[config.mk]
export PLATFORM = sky130hd
export DESIGN_NAME = icsm_irq_ctrl
export DESIGN_NICKNAME = d
export VERILOG_FILES = /design/src/icsm_pkg.sv /design/src/icsm_irq_ctrl.sv
export SDC_FILE = /design/constraint.sdc
export NUM_CORES = 1
export LEC_CHECK = 0
export BUFFER_PORTS_ARGS = -buffer_cell sky130_fd_sc_hd__buf_4
export CAP_MARGIN = 20
export CORE_MARGIN = 2
export CORE_UTILIZATION = 45
export CTS_CLUSTER_SIZE = 30
export DETAILED_ROUTE_END_ITERATION = 6
export GPL_TIMING_DRIVEN = 0
export PLACE_DENSITY = 0.79
export SETUP_SLACK_MARGIN = 0.4
export SLEW_MARGIN = 20
export SYNTH_ARGS = -nofsm -noshare
export SYNTH_HDL_FRONTEND = slang
export SYNTH_SLANG_ARGS = --single-unit
[constraint.sdc]
create_clock -name clock -period 4.54 [get_ports clock]
set_input_delay 0.227 -clock clock [delete_from_list [all_inputs] [get_ports clock]]
set_output_delay 0.227 -clock clock [all_outputs]
set_load 0.05 [all_outputs]
[src/icsm_pkg.sv]
// Constants and carrier types for the interrupt controller with its
// supply-monitor front end.
// Assumes a 250 MHz system clock and an AXI4-Lite master with 32-bit data.
package icsm_pkg;

   // ********************************
   // Timing
   // ********************************
   localparam int unsigned CLK_MHZ          = 250;
   localparam int unsigned MON_IRQ_DELAY_NS = 200;
   localparam int unsigned MON_DLY_CYC      =
      (MON_IRQ_DELAY_NS * CLK_MHZ + 999) / 1000;
   localparam int unsigned MON_CNT_W        = $clog2(MON_DLY_CYC + 1);
   localparam logic [MON_CNT_W-1:0] MON_DLY_LAST = MON_CNT_W'(MON_DLY_CYC - 1);
   localparam logic [MON_CNT_W-1:0] MON_DLY_FULL = MON_CNT_W'(MON_DLY_CYC);

   // ********************************
   // Register map, byte address is four times the index
   // ********************************
   localparam int unsigned NUM_REGS   = 9;
   localparam logic [3:0]  IDX_MON    = 4'h0;
   localparam logic [3:0]  IDX_EDGE   = 4'h1;
   localparam logic [3:0]  IDX_PRIM_A = 4'h2;
   localparam logic [3:0]  IDX_PRIM_B = 4'h3;
   localparam logic [3:0]  IDX_PRIM_C = 4'h4;
   localparam logic [3:0]  IDX_GRP_A  = 4'h5;
   localparam logic [3:0]  IDX_GRP_B  = 4'h6;
   localparam logic [3:0]  IDX_GRP_C  = 4'h7;
   localparam logic [3:0]  IDX_GRP_D  = 4'h8;
   localparam logic [7:0]  IMPL_MASK [NUM_REGS] = '{
      8'h1F, 8'h0F, 8'h7F, 8'hFF, 8'hFF, 8'h33, 8'hFF, 8'h77, 8'h33};
   localparam logic [7:0]  REG_RESET  = 8'h00;

   // ********************************
   // Field positions
   // ********************************
   localparam int unsigned MON_STATUS_BIT = 5;
   localparam int unsigned MON_EN_BIT     = 4;
   localparam int unsigned MON_BUF_BIT    = 3;
   localparam int unsigned THR_MSB        = 2;
   localparam int unsigned GLOBAL_EN_BIT  = 0;
   localparam int unsigned PIN_A_FLAG_BIT = 4;
   localparam int unsigned PIN_B_FLAG_BIT = 5;
   localparam int unsigned MON_FLAG_BIT   = 4;
   localparam int unsigned MF0_FLAG_BIT   = 5;
   localparam int unsigned NUM_PRIMARY    = 11;

   localparam logic [1:0] EDGE_OFF  = 2'h0;
   localparam logic [1:0] EDGE_RISE = 2'h1;
   localparam logic [1:0] EDGE_FALL = 2'h2;
   localparam logic [1:0] EDGE_BOTH = 2'h3;

   localparam logic [1:0] RESP_OKAY   = 2'h0;
   localparam logic [1:0] RESP_SLVERR = 2'h2;

   // ********************************
   // Carrier types
   // ********************************
   typedef struct packed {
      logic        awvalid;
      logic [31:0] awaddr;
      logic        wvalid;
      logic [31:0] wdata;
      logic [3:0]  wstrb;
      logic        bready;
      logic        arvalid;
      logic [31:0] araddr;
      logic        rready;
   } icsm_axi_req_type;

   typedef struct packed {
      logic        awready;
      logic        wready;
      logic        bvalid;
      logic [1:0]  bresp;
      logic        arready;
      logic        rvalid;
      logic [31:0] rdata;
      logic [1:0]  rresp;
   } icsm_axi_rsp_type;

   typedef struct packed {
      logic touch;
      logic uart;
      logic adc;
      logic tb0;
      logic tb1;
      logic ctm0p;
      logic ctm0a;
      logic ctm1p;
      logic ctm1a;
      logic stmp;
      logic stma;
      logic ptmp;
      logic ptma;
      logic sim;
      logic eeprom;
   } icsm_evt_type;

   typedef struct packed {
      logic       monitor_active;
      logic       reference_buffer_enable;
      logic [2:0] threshold_select;
   } icsm_mon_type;

   typedef struct packed {
      logic [NUM_REGS-1:0][7:0] regs;
      logic [1:0]               pin_a_sync;
      logic [1:0]               pin_b_sync;
      logic [1:0]               low_sync;
      logic                     pin_a_prev;
      logic                     pin_b_prev;
      logic                     low_status;
      logic [MON_CNT_W-1:0]     dly_cnt;
      logic                     aw_got;
      logic                     aw_bad;
      logic [3:0]               aw_idx;
      logic                     w_got;
      logic                     w_lane;
      logic [7:0]               w_byte;
      icsm_axi_rsp_type         rsp;
      icsm_mon_type             mon;
      logic [NUM_PRIMARY-1:0]   pending;
      logic                     core_irq;
      logic                     wake;
   } icsm_state_type;

endpackage : icsm_pkg

[src/icsm_irq_ctrl.sv]
// Interrupt flag and enable bank with the supply-monitor digital front end.
// Assumes pins and the comparator are asynchronous; events, sleep and idle
// come from logic on the same clock.
`timescale 1ns/1ps
module icsm_irq_ctrl
(
   input  wire logic                   clock,
   input  wire logic                   sys_rst,
   input  wire icsm_pkg::icsm_axi_req_type axi_req,
   output icsm_pkg::icsm_axi_rsp_type  axi_rsp,
   input  wire icsm_pkg::icsm_evt_type periph_evt,
   input  wire logic                   ext_pin_a,
   input  wire logic                   ext_pin_b,
   input  wire logic                   low_supply_raw,
   input  wire logic                   low_supply_reset_en,
   input  wire logic                   sleep_mode,
   input  wire logic                   idle_mode,
   output icsm_pkg::icsm_mon_type      mon_out,
   output logic [10:0]                 irq_pending,
   output logic                        core_irq,
   output logic                        wake_idle
);
   import icsm_pkg::*;

   icsm_state_type st_r;
   icsm_state_type st_nxt;

   logic                  aw_hs;
   logic                  w_hs;
   logic                  ar_hs;
   logic                  ar_ok;
   logic [3:0]            ar_idx;
   logic                  do_wr;
   logic                  mon_evt;
   logic                  pin_a_evt;
   logic                  pin_b_evt;
   logic [3:0]            mf_any;
   logic [NUM_REGS-1:0][7:0] set_vec;
   logic [7:0]            wr_base;
   logic [7:0]            rd_byte;

   // ********************************
   // Edge select decode
   // ********************************
   function automatic logic edge_hit(input logic [1:0] sel,
                                     input logic       cur,
                                     input logic       prev);
      logic rise;
      logic fall;
      rise = cur & ~prev;
      fall = ~cur & prev;
      unique case (sel)
         EDGE_OFF:  edge_hit = 1'h0;
         EDGE_RISE: edge_hit = rise;
         EDGE_FALL: edge_hit = fall;
         EDGE_BOTH: edge_hit = rise | fall;
      endcase
   endfunction : edge_hit

   // ********************************
   // Next state
   // ********************************
   always_comb
   begin
      st_nxt = st_r;

      st_nxt.pin_a_sync = {st_r.pin_a_sync[0], ext_pin_a};
      st_nxt.pin_b_sync = {st_r.pin_b_sync[0], ext_pin_b};
      st_nxt.low_sync   = {st_r.low_sync[0], low_supply_raw};
      st_nxt.pin_a_prev = st_r.pin_a_sync[1];
      st_nxt.pin_b_prev = st_r.pin_b_sync[1];

      pin_b_evt = edge_hit(st_r.regs[IDX_EDGE][3:2],
                           st_r.pin_b_sync[1], st_r.pin_b_prev);
      pin_a_evt = edge_hit(st_r.regs[IDX_EDGE][1:0],
                           st_r.pin_a_sync[1], st_r.pin_a_prev);

      st_nxt.low_status = st_r.mon.monitor_active & st_r.low_sync[1];

      if (!st_r.low_status)
      begin
         st_nxt.dly_cnt = '0;
      end
      else if (st_r.dly_cnt != MON_DLY_FULL)
      begin
         st_nxt.dly_cnt = st_r.dly_cnt + MON_CNT_W'(1);
      end
      mon_evt = st_r.low_status && (st_r.dly_cnt == MON_DLY_LAST);

      for (int k = 0; k < 4; k++)
      begin
         mf_any[k] = |(st_r.regs[int'(IDX_GRP_A) + k][7:4] &
                       st_r.regs[int'(IDX_GRP_A) + k][3:0]);
      end

      set_vec = '0;
      set_vec[IDX_PRIM_A] = {1'h0, periph_evt.touch, pin_b_evt,
                             pin_a_evt, 4'h0};
      set_vec[IDX_PRIM_B] = {periph_evt.adc, mf_any[1], mf_any[0],
                             periph_evt.uart, 4'h0};
      set_vec[IDX_PRIM_C] = {mf_any[3], periph_evt.tb1, periph_evt.tb0,
                             mf_any[2], 4'h0};
      set_vec[IDX_GRP_A]  = {2'h0, periph_evt.ctm0a, periph_evt.ctm0p,
                             4'h0};
      set_vec[IDX_GRP_B]  = {periph_evt.stma, periph_evt.stmp,
                             periph_evt.ctm1a, periph_evt.ctm1p, 4'h0};
      set_vec[IDX_GRP_C]  = {1'h0, periph_evt.sim, periph_evt.ptma,
                             periph_evt.ptmp, 4'h0};
      set_vec[IDX_GRP_D]  = {2'h0, periph_evt.eeprom, mon_evt, 4'h0};

      // AXI write channel.
      aw_hs = axi_req.awvalid && st_r.rsp.awready;
      w_hs  = axi_req.wvalid && st_r.rsp.wready;
      // word index past the map is refused
      if (aw_hs)
      begin
         st_nxt.aw_got = 1'h1;
         st_nxt.aw_idx = axi_req.awaddr[5:2];
         st_nxt.aw_bad = axi_req.awaddr[31:2] >= 30'(NUM_REGS);
      end
      if (w_hs)
      begin
         st_nxt.w_got  = 1'h1;
         st_nxt.w_byte = axi_req.wdata[7:0];
         st_nxt.w_lane = axi_req.wstrb[0];
      end
      do_wr = 1'h0;
      if (st_r.aw_got && st_r.w_got && !st_r.rsp.bvalid)
      begin
         do_wr = !st_r.aw_bad && st_r.w_lane;
         st_nxt.aw_got = 1'h0;
         st_nxt.w_got  = 1'h0;
         st_nxt.rsp.bvalid = 1'h1;
         st_nxt.rsp.bresp  = st_r.aw_bad ? RESP_SLVERR : RESP_OKAY;
      end
      else if (st_r.rsp.bvalid && axi_req.bready)
      begin
         st_nxt.rsp.bvalid = 1'h0;
      end

      for (int i = 0; i < NUM_REGS; i++)
      begin
         wr_base = (do_wr && st_r.aw_idx == 4'(i)) ? st_r.w_byte
                                                   : st_r.regs[i];
         st_nxt.regs[i] = (wr_base | set_vec[i]) & IMPL_MASK[i];
      end

      // AXI read channel.
      ar_hs  = axi_req.arvalid && st_r.rsp.arready;
      ar_idx = axi_req.araddr[5:2];
      ar_ok  = axi_req.araddr[31:2] < 30'(NUM_REGS);
      rd_byte = REG_RESET;
      if (ar_ok)
      begin
         rd_byte = (ar_idx == IDX_MON)
                 ? {2'h0, st_r.low_status, st_r.regs[IDX_MON][4:0]}
                 : st_r.regs[ar_idx];
      end
      if (ar_hs)
      begin
         st_nxt.rsp.rvalid = 1'h1;
         st_nxt.rsp.rdata  = {24'h0, rd_byte};
         st_nxt.rsp.rresp  = ar_ok ? RESP_OKAY : RESP_SLVERR;
      end
      else if (st_r.rsp.rvalid && axi_req.rready)
      begin
         st_nxt.rsp.rvalid = 1'h0;
      end
      // One write and one read at a time keeps the response path simple;
      // the price is a few idle cycles between back-to-back writes.
      st_nxt.rsp.awready = !st_nxt.aw_got && !st_nxt.rsp.bvalid;
      st_nxt.rsp.wready  = !st_nxt.w_got && !st_nxt.rsp.bvalid;
      st_nxt.rsp.arready = !st_nxt.rsp.rvalid;

      st_nxt.mon.threshold_select = st_r.regs[IDX_MON][THR_MSB:0];
      st_nxt.mon.monitor_active = st_r.regs[IDX_MON][MON_EN_BIT] &
                                  ~sleep_mode;
      st_nxt.mon.reference_buffer_enable =
         st_r.regs[IDX_MON][MON_EN_BIT] | low_supply_reset_en |
         st_r.regs[IDX_MON][MON_BUF_BIT];

      st_nxt.pending = {
         st_r.regs[IDX_PRIM_C][7:4] & st_r.regs[IDX_PRIM_C][3:0],
         st_r.regs[IDX_PRIM_B][7:4] & st_r.regs[IDX_PRIM_B][3:0],
         st_r.regs[IDX_PRIM_A][6:4] & st_r.regs[IDX_PRIM_A][3:1]};
      st_nxt.core_irq = st_r.regs[IDX_PRIM_A][GLOBAL_EN_BIT] &
                        (|st_nxt.pending);

      st_nxt.wake = idle_mode && mon_evt &&
                    !st_r.regs[IDX_GRP_D][MON_FLAG_BIT];
   end

   // ********************************
   // State register
   // ********************************
   // Synchronous reset leaves ready low for one cycle after release.
   always_ff @(posedge clock)
   begin
      if (sys_rst)
      begin
         st_r <= '0;
      end
      else
      begin
         st_r <= st_nxt;
      end
   end

   assign axi_rsp     = st_r.rsp;
   assign mon_out     = st_r.mon;
   assign irq_pending = st_r.pending;
   assign core_irq    = st_r.core_irq;
   assign wake_idle   = st_r.wake;
endmodule : icsm_irq_ctrl

* After elaboration in Yosys (flattened, before gate mapping) *
Cells that the tools add are included.

word-level totals
  register bits = 120
  bits in latches = 0
  memory bits (writable) = 0
  ROM bits = 0
  bits of input ports = 128
  output and inout bits = 59
  word-level logic and storage cells = 150
  memories kept = 0

cells by class
  add/subtract/negate cells = 1
  multipliers = 0
  div/mod/pow operators = 0
  order comparisons = 3
  equality and inequality tests = 16
  shift-type cells = 0
  multiplexer cells = 24
  bitwise logic cells = 31
  reduce and logical (&&, ||, !) cells = 39

operator list
  cell                 count
  $mux 8               6
  $bmux 8 s4           1
  $ge 30x4->1 const B  1
  $lt 30x4->1 const B  1
  $or 8x8->8           3
  $logic_and 1x1->1    22
  $mux 6               3
  $eq 4x3->1 const B   4
  $reduce_or 4->1      4
  $mux 7               2
  $or 7x7->7           2
  $and 4x4->4          3
  $or 6x6->6           2
  $reduce_or 11->1     1
  $mux 10              1
  $eq 2x2->1 const B   4
  $eq 4x2->1 const B   2
  $logic_not 4->1      2
  $pmux 1 s4           2
  $and 1x1->1          7
  $logic_not 1->1      7
  $mux 1               7
  $add 6x1->6 const B  1
  $and 3x3->3          2
  12 further kinds     24

* Longest topological paths before layout *
  depth in word-level cells = 6
  depth in mapped cells = 7
  gate-level depth less buffers = 6

* Worst setup path before layout *
No wires, ideal clock.

  path kind = register to register
  from = register st_r[72] in the netlist's numbering
  to = register st_r[130] in the netlist's numbering
  setup time = 0.128 ns
  arrival = 1.583 ns
  required time = 4.412 ns
  setup slack = 2.830 ns
  stages on the path, launching flop included = 7
  path buffers = 2
  period minus slack after synthesis = 1.710 ns
  cells stage by stage = dfxtp_1 -> buf_2 -> or3b_1 -> or4_1 -> buf_2 -> mux2i_1 -> nor2_1

between the ends
  longest elaborated chain between the ends = 4

RTL lines
  item                      line                  text
  start: declaration        icsm_irq_ctrl.sv:25   icsm_state_type st_r;
  start signal: assignment  icsm_irq_ctrl.sv:205  st_r <= st_nxt;
  $eq 4x3->1                icsm_irq_ctrl.sv:143  wr_base = (do_wr && st_r.aw_idx == 4'(i)) ? st_r.w_byte
  $logic_and 1x1->1         icsm_irq_ctrl.sv:143
  $mux 6                    icsm_irq_ctrl.sv:143
  $or 6x6->6                icsm_irq_ctrl.sv:145  st_nxt.regs[i] = (wr_base | set_vec[i]) & IMPL_MASK[i];

No other way between the ends.
A chain may end at the register's enable or synchronous reset.

* Worst setup path after layout *
  from = register st_r[71] in the netlist's numbering
  to = register st_r[94] in the netlist's numbering

between the ends
  longest elaborated chain between the ends = 2

RTL lines
  item               line
  $logic_not 4->1    icsm_irq_ctrl.sv:143
  $logic_and 1x1->1  icsm_irq_ctrl.sv:143

No other way between the ends.

==> results.cfg <==
[outcome]
status = complete, no violations

[placement]
port-buffer-count = 127
globalplace.congestion = 0.931
place_area_um2 = 6700
detailed_place_hpwl_mm = 11.4

[synth]
synthArstFlopShare_pct = 0
synth_area_um2 = 5470
synth.area.top_cells = dfxtp_1 43%, mux2i_1 10%, buf_4 8.0%
synthTopCellsByCount = 118 x dfxtp_1, 75 x nor2_1, 58 x buf_4, 57 x nand2_1, 55 x mux2i_1
ys.flop_type = dfxtp_1
ys_warn_count = 0
syn_inst = 611
synth-seq-cells = 118
synth_most_common_cell = dfxtp_1
ys_seq_area_share_pct = 43.2
synth_top_area_share_pct = 43.2
syn_area_per_cell_um2 = 8.95
synth_edf_count = 0
synth.distinct_cells = 51
synth_top_area_cell = dfxtp_1

[grt]
antenna_found_initial = 0
grt_usage_pct = 23.8
grt_first_pass_wirelength_mm = 23.8
grt_pass1_vias = 4632
grt_overflow_total = 0
grt_max_degree = 17

[worst_setup_path]
required_ps = 4810
cp-end-kind = flip-flop
crit_type = flip-flop to flip-flop
cp_data_arrival_time_ps = 2350
cpPeakStageDelay_ps = 530
path_cells = clkbuf_1 > nor4b_1 > nand3_1 > mux2i_1 > nor2_1
cp_slowest_cell = nor4b_1
crit_family = simple AND/OR/NAND/NOR gates
crit_fanout = 7
crit_path_start_kind = flip-flop
path_buf_inv = 1

[sta]
finalMaxSlewViolations = 0
finalSetupViolCount = 0
clock.fmax_mhz = 481
fin_crit_ps = 2080
post-route-period-util_pct = 45.8
finClkSkew_ps = 6.88
tns_ps = 0
grt_setup_unrepaired = no
final_hold_viol_count = 0
worst_pin_slew_ps = 811
relSlewSlack_pct = 45.9

[routing]
wl_per_cell_um = 16.0
drt_iter0_markers = 358
antenna_left = 0
firstDrtPassIters = 5
wl_mm = 15.1
vias = 4907
drc = 0
viasPerCell = 5.21

[flow_run]
drv_cap = 0

[power_and_ir_drop]
swShare_pct = 23.2
p_int_w = 0.00212
p_per_area_nw_per_um2 = 377
ir_drop_mv = 0.209
p_clk_share_pct = 50.5
power.leakage_nw = 3.31
seq_power_share_pct = 39.3
combPwrFrac_pct = 10.2
switchingPower_w = 0.000640

[cts]
cts.sinks = 118
clkTransAtPathRegs_ps = 50
cts.repair.resized = 0
clk_latency_ps = 410
post-cts-setup-buffers = 0
numCtsBuffers = 17
htree_num_levels = 4
cts_tree = yes
clock_path_buffers = 2
clock-root-buffer = clkbuf_16
ctsHoldBuffers = 1

[floorplanning]
core_region_area_um2 = 11900
die_w_um = 114
initial_core_util_pct = 45.9
die_h_um = 114
rows = 40
num_io_pins = 187
dieArea_um2 = 13000

[finish]
nets = 918
fin_area_um2 = 7320
layout-drive-gt1-share_pct = 29.4
area_growth_pct = 33.9
diodes = 0
fillCellCount = 1015

[hold_path]
min_path_type = primary input to flip-flop
==> kinds of logic (layout without fill, tap and decap cells) <==
group | count (synthesis) | count (layout) | synth area share (%)
buffers and inverters | 104 | 263 | 11.3
multiplexers | 60 | 60 | 11.9
other | 1 | 26 | 0.0686
flip-flops | 118 | 118 | 43.2
XOR/XNOR | 5 | 5 | 0.801
AO/OA/AOI/OAI | 80 | 80 | 9.54
AND/OR/NAND/NOR | 236 | 236 | 21.5
adder cells (fa/ha/maj) | 7 | 7 | 1.60
==> worst paths after layout <==
kind,from,endpoint,slack [ps],depth (start not counted)
worst max-delay path,st_r[71],st_r[94],2460,5
worst min-delay path,ext_pin_b,st_nxt[87],30,2
worst max register to register,st_r[71],st_r[94],2460,5
worst min register to register,st_nxt[87],st_nxt[82],430,1
==> layout make-up <==
type | count | area [um^2] | share of cell area (%)
Buffer | 90 | 567 | 7.74
Inverter | 14 | 52.6 | 0.718
Clock buffer | 22 | 464 | 6.34
Sequential cell | 118 | 2360 | 32.3
Multi-Input combinational cell | 414 | 2580 | 35.2
Tap cell | 147 | 184 | 2.51
Timing Repair Buffer | 128 | 963 | 13.2
Clock inverter | 9 | 150 | 2.05
==> state kept, by name, summed over array words and instances (netlist names) <==
register / cells
core_irq: 1
wake_idle: 1
axi_rsp: 15
mon_out: 5
st_nxt: 8
st_r: 77
irq_pending: 11
==> power groups by stage <==
| stage | Combinational, W | Sequential [W] | Clock (W) |
|---|---|---|---|
| after CTS | 0.000282 | 0.00108 | 0.00141 |
| after floorplan | 0.000175 | 0.00110 | 0 |
| after global routing | 0.000303 | 0.00109 | 0.00146 |
| after global placement | 0.000276 | 0.00110 | 0 |
| after detailed placement | 0.000280 | 0.00111 | 0 |
| final | 0.000283 | 0.00108 | 0.00139 |
==> worst reg2reg max path, delay by kind of cell (launching register included) <==
family | cells | cell delay (ps)
buffers and inverters | 1 | 200
flip-flops | 1 | 300
multiplexers | 1 | 320
AND/OR/NAND/NOR | 3 | 1120
==> layer usage <==
layer	wire length [um]	vias to the layer above	track usage, %
met5	0	-	0
met4	290	0	9.51
met3	1010	27	4.55
met2	7290	202	40.4
met1	6490	2285	29.9
li1	-	2393	-
==> layout by cell type (no fill, tap or decap), types with 7 or more instances in the layout <==
cell type	instances
nand3_1	16
nand2b_1	8
nor2_1	75
dfxtp_1	118
clkbuf_1	23
clkbuf_16	17
inv_1	13
buf_4	185
ha_1	7
nand2_1	57
nor4_1	13
nor3_1	18
a211oi_1	13
conb_1	26
a22oi_1	8
nor2b_1	16
mux2i_1	55
buf_2	9
a21oi_1	34
==> metrics by stage <==
stage	hold WS (ps)	setup slack (ps)	std cells	total power (W)	utilization (%)
floorplan	303	2830	636	0.00127	-
global placement	397	2640	910	0.00138	56.2
detailed placement	396	2580	910	0.00139	56.2
CTS	11.2	2490	942	0.00277	61.5
global route	29.8	2400	942	0.00285	61.5
finish	25.5	2460	942	0.00276	61.5
Power figures use the tool's default switching activity.
